[config.mk]
export PLATFORM = sky130hd
export DESIGN_NAME = therm_limit_fan_pulse_config
export DESIGN_NICKNAME = d
export VERILOG_FILES = /design/src/therm_cfg_pkg.sv /design/src/therm_limit_fan_pulse_config.sv
export SDC_FILE = /design/constraint.sdc
export NUM_CORES = 1
export LEC_CHECK = 0
export BUFFER_PORTS_ARGS = -buffer_cell sky130_fd_sc_hd__buf_2
export CORE_MARGIN = 5
export CORE_UTILIZATION = 52
export CTS_BUF_LIST = sky130_fd_sc_hd__clkbuf_8
export CTS_CLUSTER_SIZE = 40
export DETAILED_ROUTE_END_ITERATION = 8
export PLACE_DENSITY = 0.71
export SYNTH_ARGS = -nofsm -noshare
export SYNTH_HDL_FRONTEND = slang
export SYNTH_SLANG_ARGS = --single-unit
[constraint.sdc]
create_clock -name clk -period 2.2 [get_ports clk]
set_input_delay 0.55 -clock clk [delete_from_list [all_inputs] [get_ports clk]]
set_output_delay 0.55 -clock clk [all_outputs]
set_load 0.03 [all_outputs]
[src/therm_cfg_pkg.sv]
// Purpose: constants shared by the thermal-duration and fan pulse configuration bank
// Assumes: 25 MHz clock, 8-bit register port
// Notes:   offsets are byte addresses of the serial management register space
package therm_cfg_pkg;
    // ------------------------------------------------------------------
    // register offsets
    // ------------------------------------------------------------------
    localparam logic [7:0] OFS_IRQ_STATUS2  = 8'h42;
    localparam logic [7:0] OFS_IRQ_MASK2    = 8'h75;
    localparam logic [7:0] OFS_CONFIG3      = 8'h78;
    localparam logic [7:0] OFS_TIMER_STATUS = 8'h79;
    localparam logic [7:0] OFS_DUR_LIMIT    = 8'h7a;
    localparam logic [7:0] OFS_PULSE_SEL    = 8'h7b;
    localparam logic [7:0] OFS_PIN_CFG      = 8'h7d;
    localparam logic [7:0] OFS_TEST_ONE     = 8'h7e;
    localparam logic [7:0] OFS_TEST_TWO     = 8'h7f;

    // ------------------------------------------------------------------
    // reset values
    // ------------------------------------------------------------------
    localparam logic [7:0] RST_DUR_LIMIT = 8'h00;
    localparam logic [7:0] RST_PULSE_SEL = 8'h55;
    localparam logic [7:0] RST_PIN_CFG   = 8'h00;
    localparam logic [7:0] RST_CONFIG3   = 8'h00;
    localparam logic [7:0] RST_MASK2     = 8'h00;
    localparam logic [7:0] RST_ZERO      = 8'h00;

    // ------------------------------------------------------------------
    // field positions
    // ------------------------------------------------------------------
    localparam int TIMER_EVT_BIT    = 5;  // duration event in status 2 and mask 2
    localparam int THERM_EN_BIT     = 1;  // monitoring enable in config 3
    localparam int ALERT_SEL_BIT    = 0;  // alert_pin_select
    localparam int THERM_SEL_BIT    = 1;  // thermal_pin_select
    localparam int THRESH_LSB       = 2;  // tach_input_threshold, two bits
    localparam logic [7:0] PIN_CFG_WMASK = 8'h0f;
    localparam logic [7:0] MIN_REPORT    = 8'h02;  // count that equals 45.52 ms

    // ------------------------------------------------------------------
    // timing
    // ------------------------------------------------------------------
    localparam int CLK_PERIOD_NS = 40;
    localparam int STEP_NS       = 22_760_000;  // 22.76 ms per count
    localparam int STEP_CYCLES   = STEP_NS / CLK_PERIOD_NS;
    localparam int TICK_W        = 20;
endpackage

[src/therm_limit_fan_pulse_config.sv]
// Purpose: thermal-event duration limit, fan pulse counts and pin-function configuration
// Assumes: one clock, synchronous active-low reset, thermal inputs are active-low pins
// Notes:   registers reached over a plain strobe port, read data one cycle after the strobe
//
// Operation
// eight-bit duration limit, 22.76 ms per step, 45.52 ms up to 5.82 s
// assertion time beyond limit sets bit 5 of status register two at 0x42
// limit zero raises the event as soon as the thermal input asserts
// per-fan two-bit code selects one to four tach pulses, default two
// fan fields sit at bits 1:0, 3:2, 5:4 and 7:6
// pin bit 0 set turns shared 2.5 V pin into the alert output
// pin bit 1 set turns shared 5 V pin into the thermal input
// 5 V pin monitored only with pin select and enable bit both set
// pin bits 3:2 select tach threshold 20, 40, 80 or 130 mV
// host must not write the two read-only test registers
// pin bits 7:4 and test registers read zero, writes ignored
// running eight-bit assertion count is compared with the limit
// config three enable bit switches monitoring on for the selected pin
// timer bit 0 set on assertion, cleared on read, lsb after 45.52 ms
// mask two bit 5 suppresses the alert for the duration event
module therm_limit_fan_pulse_config #(
    parameter int unsigned STEP_CYCLES = therm_cfg_pkg::STEP_CYCLES  // cycles per count
) (
    input  wire logic       clk,           // 25 MHz clock
    input  wire logic       rst_n,         // synchronous reset, active low
    input  wire logic [7:0] addr,          // register address
    input  wire logic [7:0] wdata,         // write data
    input  wire logic       wr,            // write strobe
    input  wire logic       rd,            // read strobe
    output logic      [7:0] rdata,         // read data, cycle after rd
    input  wire logic       therm_5v_n,    // shared 5 V pin as thermal input
    input  wire logic       tach4_n,       // fan 4 tach pin as thermal input
    output logic            irq,           // level interrupt
    output logic            alert_oe,      // open-drain alert, pulls low when high
    output logic      [7:0] pulse_sel,     // fan pulse fields
    output logic      [1:0] tach_thresh,   // 2-wire tach threshold code
    output logic            meas_2v5_en,   // 2.5 V pin used as measurement input
    output logic            meas_5v_en     // 5 V pin used as measurement input
);
    // ------------------------------------------------------------------
    // state
    // ------------------------------------------------------------------
    logic [7:0]                  limit_q, limit_d;
    logic [7:0]                  pulse_q, pulse_d;
    logic [7:0]                  pin_q, pin_d;
    logic [7:0]                  cfg3_q, cfg3_d;
    logic [7:0]                  mask_q, mask_d;
    logic [7:0]                  status_q, status_d;
    logic [7:0]                  rdata_q, rdata_d;
    logic                        irq_q, irq_d;
    logic                        alert_q, alert_d;
    logic                        meas_2v5_q, meas_2v5_d;
    logic                        meas_5v_q, meas_5v_d;
    logic [1:0]                  meta_q, sync_q;
    logic                        active_q, active_d;
    logic                        flag_q, flag_d;
    logic                        fired_q, fired_d;
    logic [7:0]                  cnt_q, cnt_d;
    logic [therm_cfg_pkg::TICK_W-1:0] tick_q, tick_d;
    logic                        mon_en;
    logic                        pin_asserted;
    logic                        rise;
    logic                        evt;
    logic                        step_done;
    logic                        timer_rd;

    // ------------------------------------------------------------------
    // register read mux
    // ------------------------------------------------------------------
    // test registers and unmapped addresses fall to zero
    function automatic logic [7:0] read_mux(input logic [7:0] a);
        unique case (a)
            therm_cfg_pkg::OFS_IRQ_STATUS2:  read_mux = status_q;
            therm_cfg_pkg::OFS_IRQ_MASK2:    read_mux = mask_q;
            therm_cfg_pkg::OFS_CONFIG3:      read_mux = cfg3_q;
            therm_cfg_pkg::OFS_TIMER_STATUS:
                read_mux = {cnt_q[7:1], (cnt_q >= therm_cfg_pkg::MIN_REPORT) ? cnt_q[0] : flag_q};
            therm_cfg_pkg::OFS_DUR_LIMIT:    read_mux = limit_q;
            therm_cfg_pkg::OFS_PULSE_SEL:    read_mux = pulse_q;
            therm_cfg_pkg::OFS_PIN_CFG:      read_mux = pin_q;
            default:                         read_mux = therm_cfg_pkg::RST_ZERO;
        endcase
    endfunction

    // ------------------------------------------------------------------
    // thermal monitor
    // ------------------------------------------------------------------
    // monitor needs the enable bit; pin select picks 5 V pin or tach 4
    always_comb begin
        mon_en       = cfg3_q[therm_cfg_pkg::THERM_EN_BIT];
        pin_asserted = pin_q[therm_cfg_pkg::THERM_SEL_BIT] ? !sync_q[0] : !sync_q[1];
        active_d     = mon_en && pin_asserted;
        rise         = active_q && !fired_q && (cnt_q == therm_cfg_pkg::RST_ZERO) && (tick_q == '0);
        step_done    = (32'(tick_q) == STEP_CYCLES - 1);
        timer_rd     = rd && (addr == therm_cfg_pkg::OFS_TIMER_STATUS);
        tick_d       = tick_q;
        cnt_d        = cnt_q;
        fired_d      = fired_q;
        evt          = 1'b0;
        if (active_q) begin
            tick_d = step_done ? '0 : tick_q + 1'b1;
            // saturate at full scale rather than wrap to a short time
            if (step_done && cnt_q != 8'hff) begin
                cnt_d = cnt_q + 8'h01;
            end
            if (!fired_q) begin
                if (limit_q == therm_cfg_pkg::RST_ZERO) begin
                    evt = 1'b1;
                end else if (cnt_q > limit_q) begin
                    evt = 1'b1;
                end
            end
            if (evt) begin
                fired_d = 1'b1;
            end
        end else begin
            tick_d  = '0;
            fired_d = 1'b0;
        end
        if (timer_rd) begin
            cnt_d = therm_cfg_pkg::RST_ZERO;
        end
        // set wins over the clear on read
        flag_d = (flag_q && !timer_rd) || rise;
    end

    always_ff @(posedge clk) begin
        if (!rst_n) begin
            meta_q   <= 2'h3;
            sync_q   <= 2'h3;
            active_q <= 1'b0;
            tick_q   <= '0;
            cnt_q    <= therm_cfg_pkg::RST_ZERO;
            fired_q  <= 1'b0;
            flag_q   <= 1'b0;
        end else begin
            meta_q   <= {tach4_n, therm_5v_n};
            sync_q   <= meta_q;
            active_q <= active_d;
            tick_q   <= tick_d;
            cnt_q    <= cnt_d;
            fired_q  <= fired_d;
            flag_q   <= flag_d;
        end
    end

    // ------------------------------------------------------------------
    // register file and interrupt
    // ------------------------------------------------------------------
    // writes to test registers and reserved pin bits are dropped
    always_comb begin
        limit_d  = limit_q;
        pulse_d  = pulse_q;
        pin_d    = pin_q;
        cfg3_d   = cfg3_q;
        mask_d   = mask_q;
        status_d = status_q;
        rdata_d  = therm_cfg_pkg::RST_ZERO;
        if (wr) begin
            unique case (addr)
                therm_cfg_pkg::OFS_DUR_LIMIT:   limit_d = wdata;
                therm_cfg_pkg::OFS_PULSE_SEL:   pulse_d = wdata;
                therm_cfg_pkg::OFS_PIN_CFG:     pin_d   = wdata & therm_cfg_pkg::PIN_CFG_WMASK;
                therm_cfg_pkg::OFS_CONFIG3:     cfg3_d  = wdata;
                therm_cfg_pkg::OFS_IRQ_MASK2:   mask_d  = wdata;
                therm_cfg_pkg::OFS_IRQ_STATUS2: status_d = status_q & ~wdata;
                default:                        limit_d = limit_q;
            endcase
        end
        if (rd) begin
            rdata_d = read_mux(addr);
        end
        // event after the write-one clear so that set wins
        if (evt) begin
            status_d[therm_cfg_pkg::TIMER_EVT_BIT] = 1'b1;
        end
        irq_d   = |(status_q & ~mask_q);
        // alert drives only while the shared pin is configured as alert
        alert_d = irq_d && pin_q[therm_cfg_pkg::ALERT_SEL_BIT];
        // measurement enables follow the pin bits in step, but leave from flops
        meas_2v5_d = !pin_d[therm_cfg_pkg::ALERT_SEL_BIT];
        meas_5v_d  = !pin_d[therm_cfg_pkg::THERM_SEL_BIT];
    end

    always_ff @(posedge clk) begin
        if (!rst_n) begin
            limit_q  <= therm_cfg_pkg::RST_DUR_LIMIT;
            pulse_q  <= therm_cfg_pkg::RST_PULSE_SEL;
            pin_q    <= therm_cfg_pkg::RST_PIN_CFG;
            cfg3_q   <= therm_cfg_pkg::RST_CONFIG3;
            mask_q   <= therm_cfg_pkg::RST_MASK2;
            status_q <= therm_cfg_pkg::RST_ZERO;
            rdata_q  <= therm_cfg_pkg::RST_ZERO;
            irq_q    <= 1'b0;
            alert_q  <= 1'b0;
            meas_2v5_q <= !therm_cfg_pkg::RST_PIN_CFG[therm_cfg_pkg::ALERT_SEL_BIT];
            meas_5v_q  <= !therm_cfg_pkg::RST_PIN_CFG[therm_cfg_pkg::THERM_SEL_BIT];
        end else begin
            limit_q  <= limit_d;
            pulse_q  <= pulse_d;
            pin_q    <= pin_d;
            cfg3_q   <= cfg3_d;
            mask_q   <= mask_d;
            status_q <= status_d;
            rdata_q  <= rdata_d;
            irq_q    <= irq_d;
            alert_q  <= alert_d;
            meas_2v5_q <= meas_2v5_d;
            meas_5v_q  <= meas_5v_d;
        end
    end

    // ------------------------------------------------------------------
    // outputs
    // ------------------------------------------------------------------
    // all come straight from flops; pulse fields decode as code plus one
    assign rdata       = rdata_q;
    assign irq         = irq_q;
    assign alert_oe    = alert_q;
    assign pulse_sel   = pulse_q;
    assign tach_thresh = pin_q[therm_cfg_pkg::THRESH_LSB +: 2];
    assign meas_2v5_en = meas_2v5_q;
    assign meas_5v_en  = meas_5v_q;

    // ------------------------------------------------------------------
    // assertions
    // ------------------------------------------------------------------
    a_zero_limit_event: assert property (@(posedge clk) disable iff (!rst_n)
        active_q && !fired_q && limit_q == 8'h00 |=> status_q[5])
        else $error("zero limit did not raise event at once");

    a_exceed_event: assert property (@(posedge clk) disable iff (!rst_n)
        active_q && !fired_q && limit_q != 8'h00 && cnt_q > limit_q |=> status_q[5])
        else $error("limit exceeded without status bit 5");

    a_status_sticky: assert property (@(posedge clk) disable iff (!rst_n)
        status_q[5] && !(wr && addr == 8'h42 && wdata[5]) |=> status_q[5])
        else $error("status bit 5 dropped without clear");

    a_test_reads_zero: assert property (@(posedge clk) disable iff (!rst_n)
        rd && (addr == 8'h7e || addr == 8'h7f) |=> rdata == 8'h00)
        else $error("test register read nonzero");

    a_pin_upper_zero: assert property (@(posedge clk) disable iff (!rst_n)
        pin_q[7:4] == 4'h0)
        else $error("reserved pin bits set");

    a_monitor_gate: assert property (@(posedge clk) disable iff (!rst_n)
        !cfg3_q[1] |=> !active_q ##1 cnt_q == $past(cnt_q) || $past(timer_rd))
        else $error("monitoring ran while disabled");

    a_assert_flag: assert property (@(posedge clk) disable iff (!rst_n)
        rise |=> flag_q)
        else $error("assertion flag not set");

    a_mask_blocks_irq: assert property (@(posedge clk) disable iff (!rst_n)
        (status_q & ~mask_q) == 8'h00 |=> !irq_q && !alert_oe)
        else $error("interrupt raised while masked");

    a_alert_follows: assert property (@(posedge clk) disable iff (!rst_n)
        irq_d && pin_q[0] |=> alert_oe)
        else $error("alert pin not driven");

    a_step_bound: assert property (@(posedge clk) disable iff (!rst_n)
        32'(tick_q) < STEP_CYCLES && $rose(cnt_q[0]) |-> $past(step_done))
        else $error("count advanced off a step");

    a_pulse_write: assert property (@(posedge clk) disable iff (!rst_n)
        wr && addr == 8'h7b |=> pulse_sel == $past(wdata))
        else $error("pulse register write lost");

    // register side effects, checked one cycle after their cause; the event check is same-cycle
    a_limit_write: assert property (@(posedge clk) disable iff (!rst_n)
        wr && addr == therm_cfg_pkg::OFS_DUR_LIMIT |=> limit_q == $past(wdata))
        else $error("limit register write lost");

    a_irq_level: assert property (@(posedge clk) disable iff (!rst_n)
        (status_q & ~mask_q) != therm_cfg_pkg::RST_ZERO |=> irq_q)
        else $error("unmasked status did not raise interrupt");

    a_rdata_idle: assert property (@(posedge clk) disable iff (!rst_n)
        !rd |=> rdata == therm_cfg_pkg::RST_ZERO)
        else $error("read data not zero outside read cycle");

    a_event_needs_active: assert property (@(posedge clk) disable iff (!rst_n)
        !active_q |-> !evt)
        else $error("duration event without active monitor");

    a_flag_read_clear: assert property (@(posedge clk) disable iff (!rst_n)
        timer_rd && !rise |=> !flag_q)
        else $error("assertion flag survived timer read");

    a_count_read_clear: assert property (@(posedge clk) disable iff (!rst_n)
        timer_rd |=> cnt_q == therm_cfg_pkg::RST_ZERO)
        else $error("timer count survived read");

    a_alert_meas_sel: assert property (@(posedge clk) disable iff (!rst_n)
        wr && addr == therm_cfg_pkg::OFS_PIN_CFG |=> meas_2v5_en == !$past(wdata[therm_cfg_pkg::ALERT_SEL_BIT]))
        else $error("2.5 V measurement select wrong");

    a_therm_meas_sel: assert property (@(posedge clk) disable iff (!rst_n)
        wr && addr == therm_cfg_pkg::OFS_PIN_CFG |=> meas_5v_en == !$past(wdata[therm_cfg_pkg::THERM_SEL_BIT]))
        else $error("5 V measurement select wrong");
endmodule

==> results of run 1 <==
-- logic make-up after synthesis --
family | Yosys count | synth area share, %
fa+ha+maj | 13 | 3.78
compound gates | 50 | 8.22
simple gates | 180 | 22.6
xor+xnor | 24 | 4.88
flops | 91 | 42.3
buf+inv | 48 | 5.72
mux | 48 | 12.5
-- power by group through the flow --
stage | logic [mW] | registers, mW | clock network (mW)
detailed placement | 0.109 | 1.69 | 0
CTS | 0.109 | 1.65 | 1.22
global route | 0.118 | 1.65 | 1.29
finish | 0.110 | 1.65 | 1.20
global placement | 0.107 | 1.69 | 0
floorplan | 0.0546 | 1.69 | 0
-- registers in the layout, summed over array words and instances (netlist names) --
signal / flops
tick_q: 20
cfg3_q: 8
cnt_q: 8
limit_q: 8
mask_q: 8
pulse_sel: 8
rdata: 8
status_q: 8
pin_q: 4
meta_q: 2
sync_q: 2
active_q: 1
alert_oe: 1
fired_q: 1
flag_q: 1
irq: 1
meas_2v5_en: 1
meas_5v_en: 1
-- cells in the mapped netlist (2+ instances only) --
cell | number | area share [%]
a211oi_1 | 8 | 1.4
a21oi_1 | 13 | 1.5
a222oi_1 | 3 | 0.70
a22o_1 | 4 | 0.81
a22oi_1 | 5 | 0.87
and2_1 | 2 | 0.29
and3_1 | 6 | 0.87
and4_1 | 5 | 1.0
buf_2 | 6 | 0.70
buf_4 | 3 | 0.52
buf_6 | 4 | 1.0
clkbuf_1 | 7 | 0.61
dfxtp_1 | 91 | 42
ha_1 | 13 | 3.8
inv_1 | 26 | 2.3
mux2_2 | 4 | 1.0
mux2i_1 | 40 | 9.3
mux4_2 | 3 | 1.6
nand2_1 | 23 | 2.0
nand2b_1 | 6 | 0.87
nand3_1 | 21 | 2.4
nand4_1 | 8 | 1.2
nand4_4 | 2 | 0.99
nor2_1 | 71 | 6.2
nor3_1 | 11 | 1.3
nor3b_1 | 2 | 0.35
nor4_1 | 8 | 1.2
nor4bb_1 | 2 | 0.46
o211ai_1 | 3 | 0.52
o21ai_0 | 6 | 0.70
o22ai_1 | 4 | 0.58
or4_1 | 2 | 0.35
xnor2_1 | 17 | 3.5
xor2_1 | 7 | 1.4
-- per-stage QoR --
| stage | hold slack (ns) | setup slack (ns) | cells |
|---|---|---|---|
| after floorplan | 0.386 | 0.315 | 454 |
| after global placement | 0.388 | 0.205 | 593 |
| after detailed placement | 0.404 | 0.175 | 593 |
| after CTS | 0.369 | 0.341 | 608 |
| after global routing | 0.383 | 0.133 | 608 |
| final | 0.380 | 0.326 | 608 |
-- final cells by class --
class | instances | area [um2]
Clock buffer | 9 | 124
Clock inverter | 6 | 83.8
Fill cell | 714 | 3320
Inverter | 26 | 97.6
Multi-Input combinational cell | 315 | 2240
Sequential cell | 91 | 1820
Tap cell | 105 | 131
Timing Repair Buffer | 56 | 313
-- per-layer routing --
metal,track usage (%),vias to the layer above
met5,0,-
met4,7.16,0
met3,3.11,15
met2,31.7,95
met1,28.2,1649
li1,-,1686
-- worst paths after layout --
| check | startpoint | endpoint | cells after the start |
|---|---|---|---|
| worst max-delay path | tick_q[0]$_SDFF_PP0_ | cnt_q[6]$_SDFFE_PP0P_ | 6 |
| worst min-delay path | tach4_n | meta_q[1]$_SDFF_PN1_ | 2 |
| worst max register to register | tick_q[0]$_SDFF_PP0_ | cnt_q[6]$_SDFFE_PP0P_ | 6 |
| worst min register to register | meta_q[0]$_SDFF_PN1_ | sync_q[0]$_SDFF_PN1_ | 1 |
==> impl_metrics.csv, run 1 <==
group,metric,value,unit
layout,drive_above_1_share,17.3,%
logic_synthesis,netlist_instances,454,
floorplanning,die_area,0.0102,mm2
grt,overflow,0,
floorplanning,fp.dieW,101,um
layout,antenna_cells,0,
grt,antenna_found_initial,0,
clock_network,root_buffer,"clkbuf_8",
run_status,outcome,"finished clean",
layout,final_cell_mix,"dfxtp_1 (91), nor2_1 (71), buf_2 (43)",
clock_network,clock_sinks,91,
setup_path,worstPathCellList,"ha_1 -> and4_1 -> o211ai_1 -> nor4_1 -> xnor2_1 -> nor2_1",
grt,grt_pass1_wl,16.1,mm
power,swShare,21.7,%
power,comb_power_share,3.7,%
placed_design,port_buffers,43,
route,first_pass_iters,5,
route,met2_length,4.51,mm
timing,finalHoldViolations,0,
worst_hold_path,hp-class,"input port to flip-flop",
logic_synthesis,synth_warnings,0,
timing,setup_viol,0,
clock_network,cts_resized,0,
logic_synthesis,async_flop_share,0,%
logic_synthesis,synth_edf_count,0,
clock_network,cts_tree,"built",
timing,min_period,1.87,ns
floorplanning,die_y,101,um
placed_design,place.gp.congestion,0.839,
layout,final_cell_area,0.00481,mm2
power,switching_power,0.644,mW
route,top_layer,"met4",
logic_synthesis,seq_area_frac_synth,42.3,%
timing,worstMarginPinSlew,0.607,ns
grt,grt_use_total,20.2,%
power,powerDensity,615,mW/mm2
setup_path,path_buf_inv,0,
clock_network,clk_pin_slew,0.08,ns
setup_path,cp_top_family,"simple AND/OR/NAND/NOR gates",
logic_synthesis,avgSynthCellArea,9.49,um2
timing,slew_viol_final,0,
setup_path,startpoint_type,"flip-flop",
clock_network,cts_setup_buffers,0,
grt,grt_max_degree,21,
timing,fmax,534,MHz
logic_synthesis,synth_seq_cells,91,
floorplanning,num_rows,33,
power,leakage,1.93,nW
clock_network,cts_made_buffers,9,
setup_path,slowest_stage,"dfxtp_1",
logic_synthesis,ys_types,52,
layout,nets,534,
logic_synthesis,syn_area,0.00431,mm2
grt,grt_pass1_vias,3296,
power,ir_drop,0.339,mV
placed_design,dpl-instance-area,0.00460,mm2
route,drc,0,
route,routed_wl,9.86,mm
floorplanning,ioPinCount,44,
clock_network,h-tree-depth,3,
clock_network,hold_buffers,0,
setup_path,max_stage_delay,0.44,ns
timing,fin_worst_skew,0.0147,ns
setup_path,worst-setup-path-type,"flip-flop to flip-flop",
route,detail_route.wl_per_cell,16.2,um
setup_path,critical_path_peak_fanout,8,
layout,final_common_cell,"dfxtp_1",
logic_synthesis,synth_nets,489,
power,p_int,2.32,mW
setup_path,reg2reg_slack,0.33,ns
route,wl_met3,533,um
timing,fin_crit_sh,85.2,%
power,pwr-share-clk,40.5,%
layout,final_core_util,59.1,%
power,p_seq_share,55.8,%
floorplanning,core_area,0.00813,mm2
route,first_iter_violations,203,
clock_network,clock_latency,0.36,ns
timing,rsz0062_at_grt,"false",
setup_path,critPathArrivalTime,2.11,ns
route,vias,3445,
route,antenna_left,0,
run,max-cap-violations,0,
layout,area_growth,11.7,%
route,wl_met1,4.63,mm
logic_synthesis,synthFlopType,"dfxtp_1",
timing,final.setup.tns,0,ns
timing,max_slew_margin,59.4,%
placed_design,hpwlAfterDp,7.42,mm
clock_network,clockBufferDepth,2,
power,power,2.96,mW
setup_path,worstPathRequired,2.44,ns
setup_path,end_kind,"flip-flop",
floorplanning,start_util,53.0,%
route,avgViaCountPerCell,5.67,
(Power assumes the default switching activity.)
==> run 2: changes to the inputs <==
--- a/config.mk
+++ b/config.mk
@@ -8,9 +8,9 @@
 export BUFFER_PORTS_ARGS = -buffer_cell sky130_fd_sc_hd__buf_2
 export CORE_MARGIN = 5
 export CORE_UTILIZATION = 52
-export CTS_BUF_LIST = sky130_fd_sc_hd__clkbuf_8
 export CTS_CLUSTER_SIZE = 40
 export DETAILED_ROUTE_END_ITERATION = 8
+export HOLD_SLACK_MARGIN = 0.15
 export PLACE_DENSITY = 0.71
 export SYNTH_ARGS = -nofsm -noshare
 export SYNTH_HDL_FRONTEND = slang
==> run 2 against run 1 <==
  * Combinational power about the same
  * Via count increased by 0.55%
  * Register-to-register slack about the same
  * Design area unchanged
  * Cell count unchanged
  * Flip-flop and latch count unchanged
  * Die area unchanged
  * Non-clock buffer count unchanged
  * Power increased by 0.27%
  * Hold slack about the same
  * Sequential share of layout area unchanged
==> impl_metrics.csv, run 2 (same netlist as run 1, synthesis figures left out) <==
group,metric,value,unit
layout,final_common_cell,"dfxtp_1",
route,first_iter_violations,226,
layout,n_fill_cell,714,
timing,layout_setup_ws,0.329,ns
clock_network,cts_setup_buffers,0,
setup_path,worst-setup-path-type,"flip-flop to flip-flop",
placed_design,hpwlAfterDp,7.42,mm
timing,setup_viol,0,
placed_design,dpl-instance-area,0.00460,mm2
floorplanning,core_area,0.00813,mm2
timing,fin_worst_skew,0.0132,ns
clock_network,root_buffer,"clkbuf_8",
power,powerDensity,617,mW/mm2
layout,largest_reg_flops,20,
floorplanning,ioPinCount,44,
grt,grt_pass1_wl,16.1,mm
grt,antenna_found_initial,0,
clock_network,clock_latency,0.36,ns
layout,area_growth,11.7,%
layout,drive_above_1_share,17.3,%
floorplanning,num_rows,33,
timing,finalHoldViolations,0,
clock_network,cts_resized,0,
clock_network,hold_buffers,0,
worst_hold_path,hp-class,"input port to flip-flop",
setup_path,end_kind,"flip-flop",
grt,overflow,0,
floorplanning,fp.dieW,101,um
setup_path,critical_path_peak_fanout,8,
timing,fmax,535,MHz
layout,layoutNonFillerInstCount,608,
timing,rsz0062_at_grt,"false",
placed_design,place.gp.congestion,0.839,
layout,antenna_cells,0,
floorplanning,die_y,101,um
timing,max_slew_margin,59.3,%
layout,final_cell_area,0.00481,mm2
route,routed_wl,9.87,mm
timing,final.setup.tns,0,ns
grt,grt_pass1_vias,3296,
clock_network,h-tree-depth,3,
route,drc,0,
floorplanning,die_area,0.0102,mm2
grt,grt_max_degree,21,
floorplanning,start_util,53.0,%
timing,min_period,1.87,ns
route,antenna_left,0,
run_status,outcome,"finished clean",
placed_design,place_ws,0.175,ns
clock_network,clock_sinks,91,
clock_network,clk_pin_slew,0.08,ns
clock_network,cts_tree,"built",
route,vias,3464,
placed_design,placed_cells,593,
clock_network,clockBufferDepth,2,
timing,worstMarginPinSlew,0.608,ns
clock_network,cts_made_buffers,9,
route,detail_route.wl_per_cell,16.2,um
route,avgViaCountPerCell,5.70,
setup_path,critPathArrivalTime,2.11,ns
timing,slew_viol_final,0,
setup_path,worstPathRequired,2.44,ns
layout,nets,534,
timing,fin_crit_sh,85.0,%
layout,top_register,"tick_q",
power,ir_drop,0.339,mV
layout,final_cell_mix,"dfxtp_1 (91), nor2_1 (71), buf_2 (43)",
run,max-cap-violations,0,
setup_path,startpoint_type,"flip-flop",
grt,grt_use_total,20.2,%
power,leakage,1.93,nW
route,first_pass_iters,5,
placed_design,port_buffers,43,
## run 2: worst max-delay path: stages, from the launching register on
cell and delay, ns:
dfxtp_1 0.44, ha_1 0.26, and4_1 0.27, o211ai_1 0.26, nor4_1 0.32, xnor2_1 0.16
nor2_1 0.05
## run 2: path summary, 6_finish.rpt
| kind | start | to | slack [ns] | cells after the start |
|---|---|---|---|---|
| worst max-delay path | tick_q[0]$_SDFF_PP0_ | cnt_q[6]$_SDFFE_PP0P_ | 0.33 | 6 |
| worst min-delay path | tach4_n | meta_q[1]$_SDFF_PN1_ | 0.38 | 2 |
| worst max register to register | tick_q[0]$_SDFF_PP0_ | cnt_q[6]$_SDFFE_PP0P_ | 0.33 | 6 |
| worst min register to register | meta_q[0]$_SDFF_PN1_ | sync_q[0]$_SDFF_PN1_ | 0.42 | 1 |
## run 2: metal layers
metal / GRT usage [%] / routed length [um] / up-vias
li1: - / - / 1689
met1: 28.2 / 4680 / 1667
met2: 31.7 / 4540 / 93
met3: 3.11 / 462 / 15
met4: 7.16 / 189 / 0
met5: 0 / 0 / -
## run 2: final cells by class
| class | instances | area [um2] | share of cell area (%) |
|---|---|---|---|
| sequential | 91 | 1820 | 37.9 |
| tap | 105 | 131 | 2.73 |
| clock buffer | 11 | 131 | 2.73 |
| clock inverter | 4 | 76.3 | 1.59 |
| multi-input combinational | 315 | 2240 | 46.6 |
| inverter | 26 | 97.6 | 2.03 |
| timing repair buffer | 56 | 313 | 6.50 |
## run 2: metrics by stage
| step | util [%] | hold WS, ns | total power, mW |
|---|---|---|---|
| 2_1_floorplan | - | 0.386 | 1.74 |
| 3_3_place_gp | 56.6 | 0.388 | 1.80 |
| 3_5_place_dp | 56.6 | 0.404 | 1.80 |
| 4_1_cts | 59.1 | 0.370 | 2.99 |
| 5_1_grt | 59.1 | 0.383 | 3.07 |
| 6_report | 59.1 | 0.380 | 2.97 |
## run 2: power breakdown
group | internal (mW) | switching [mW]
combinational | 0.0398 | 0.0695
sequential | 1.65 | 0.00151
clock | 0.637 | 0.571
==> run 3: changes to the inputs <==
--- a/config.mk
+++ b/config.mk
@@ -6,12 +6,14 @@
 export NUM_CORES = 1
 export LEC_CHECK = 0
 export BUFFER_PORTS_ARGS = -buffer_cell sky130_fd_sc_hd__buf_2
+export CELL_PAD_IN_SITES_DETAIL_PLACEMENT = 1
+export CELL_PAD_IN_SITES_GLOBAL_PLACEMENT = 2
 export CORE_MARGIN = 5
-export CORE_UTILIZATION = 52
+export CORE_UTILIZATION = 37
 export CTS_CLUSTER_SIZE = 40
 export DETAILED_ROUTE_END_ITERATION = 8
 export HOLD_SLACK_MARGIN = 0.15
-export PLACE_DENSITY = 0.71
+export PLACE_DENSITY = 0.78
 export SYNTH_ARGS = -nofsm -noshare
 export SYNTH_HDL_FRONTEND = slang
 export SYNTH_SLANG_ARGS = --single-unit
==> run 3 against run 2 <==
  * Cell count up 6.7%
  * Critical endpoint is now flag_q$_SDFF_PN0_
  * First-iteration DRC count down 35%
  * Largest power group unchanged
  * Design area up 3.4%
  * Critical path type unchanged
  * Clock power up 33%
  * Largest cell class unchanged
  * Utilization down 16 points
==> impl_metrics.csv, run 3 (same netlist as run 1, synthesis figures left out) <==
group,metric,value,unit
route,routed_wl,11.3,mm
timing,min_period,1.87,ns
clock_network,cts_tree,"built",
setup_path,worst-setup-path-type,"flip-flop to flip-flop",
setup_path,r2r_cells,8,
setup_path,critical_path_peak_fanout,6,
layout,layoutNonFillerInstCount,649,
clock_network,clock_latency,0.35,ns
floorplanning,core_area,0.0114,mm2
clock_network,h-tree-depth,3,
floorplanning,die_area,0.0139,mm2
timing,max_slew_margin,63.3,%
power,leakage,1.99,nW
timing,fin_worst_skew,0.00458,ns
worst_hold_path,hold_depth,2,
clock_network,clockBufferDepth,2,
timing,layout_setup_ws,0.329,ns
grt,grt_pass1_vias,3650,
grt,grt_max_degree,34,
power,powerDensity,678,mW/mm2
grt,antenna_found_initial,0,
route,drc,0,
layout,largest_reg_flops,20,
power,power,3.37,mW
route,detail_route.wl_per_cell,17.4,um
timing,worstMarginPinSlew,0.545,ns
timing,finalHoldViolations,0,
clock_network,hold_buffers,0,
placed_design,hpwlAfterDp,8.60,mm
placed_design,place_ws,0.188,ns
layout,top_register,"tick_q",
route,avgViaCountPerCell,5.29,
clock_network,cts_made_buffers,9,
floorplanning,ioPinCount,44,
layout,antenna_cells,0,
clock_network,cts_setup_buffers,0,
floorplanning,start_util,37.7,%
grt,overflow,0,
layout,final_cell_mix,"dfxtp_1 (91), nor2_1 (71), buf_2 (43)",
worst_hold_path,hp-class,"input port to flip-flop",
run_status,outcome,"finished clean",
setup_path,end_kind,"flip-flop",
grt,grt_pass1_wl,19.0,mm
timing,fin_crit_sh,85.1,%
layout,area_growth,15.5,%
setup_path,startpoint_type,"flip-flop",
power,ir_drop,0.375,mV
layout,nets,536,
placed_design,port_buffers,43,
setup_path,critPathArrivalTime,2.15,ns
clock_network,root_buffer,"clkbuf_16",
timing,final.setup.tns,0,ns
placed_design,placed_cells,633,
floorplanning,die_y,118,um
timing,slew_viol_final,0,
timing,fmax,534,MHz
grt,grt_use_total,16.9,%
placed_design,place.gp.congestion,0.792,
route,antenna_left,0,
layout,final_cell_area,0.00498,mm2
timing,rsz0062_at_grt,"false",
route,first_iter_violations,148,
route,first_pass_iters,4,
floorplanning,fp.dieW,118,um
timing,setup_viol,0,
run,max-cap-violations,0,
layout,drive_above_1_share,18.2,%
clock_network,clk_pin_slew,0.07,ns
floorplanning,num_rows,39,
placed_design,dpl-instance-area,0.00467,mm2
clock_network,clock_sinks,91,
layout,final_common_cell,"dfxtp_1",
route,vias,3432,
setup_path,worstPathRequired,2.48,ns
clock_network,cts_resized,0,
[run 3: changes by cell type in the layout (fill, tap and decap cells not counted), moves of 2 or more]
cell       change
inv_6          +2
clkinv_4       +2
clkbuf_1       -2
buf_4          +2
clkbuf_16      +9
clkbuf_8       -9
[run 3: worst max-delay path: stages, from the launching register on]
cell,delay [ns]
dfxtp_1,0.31
buf_4,0.15
inv_1,0.05
ha_1,0.18
nor4bb_1,0.33
nand3_1,0.12
nor4_1,0.43
nand3_1,0.13
o21ai_0,0.09
[run 3: final timing paths]
check	startpoint	endpoint	slack, ns
worst max-delay path	tick_q[0]$_SDFF_PP0_	flag_q$_SDFF_PN0_	0.33
worst min-delay path	tach4_n	meta_q[1]$_SDFF_PN1_	0.38
worst min register to register	meta_q[0]$_SDFF_PN1_	sync_q[0]$_SDFF_PN1_	0.41
worst max register to register	tick_q[0]$_SDFF_PP0_	flag_q$_SDFF_PN0_	0.33
[run 3: metal layers]
metal | global-route usage, % | up-vias | routed length (um)
met3 | 3.75 | 12 | 367
li1 | - | 1689 | -
met5 | 0 | - | 0
met4 | 5.88 | 0 | 161
met1 | 22.5 | 1686 | 5590
met2 | 27.1 | 45 | 5210
[run 3: report_power, final]
| group | switching [mW] | internal, mW |
|---|---|---|
| logic | 0.0714 | 0.0399 |
| clock network | 0.706 | 0.903 |
| registers | 0.00149 | 1.65 |
[run 3: area by class of cell]
| cell class | count | area (um2) |
|---|---|---|
| Timing Repair Buffer | 58 | 328 |
| Inverter | 26 | 97.6 |
| Sequential cell | 91 | 1820 |
| Multi-Input combinational cell | 315 | 2240 |
| Clock buffer | 9 | 225 |
| Tap cell | 143 | 179 |
| Clock inverter | 7 | 85.1 |
| Fill cell | 1347 | 6440 |
[run 3: stage by stage]
stage | util (%) | hold slack (ns)
6_report | 43.6 | 0.377
5_1_grt | 43.6 | 0.368
4_1_cts | 43.6 | 0.362
3_5_place_dp | 40.9 | 0.402
3_3_place_gp | 40.9 | 0.388
2_1_floorplan | - | 0.386
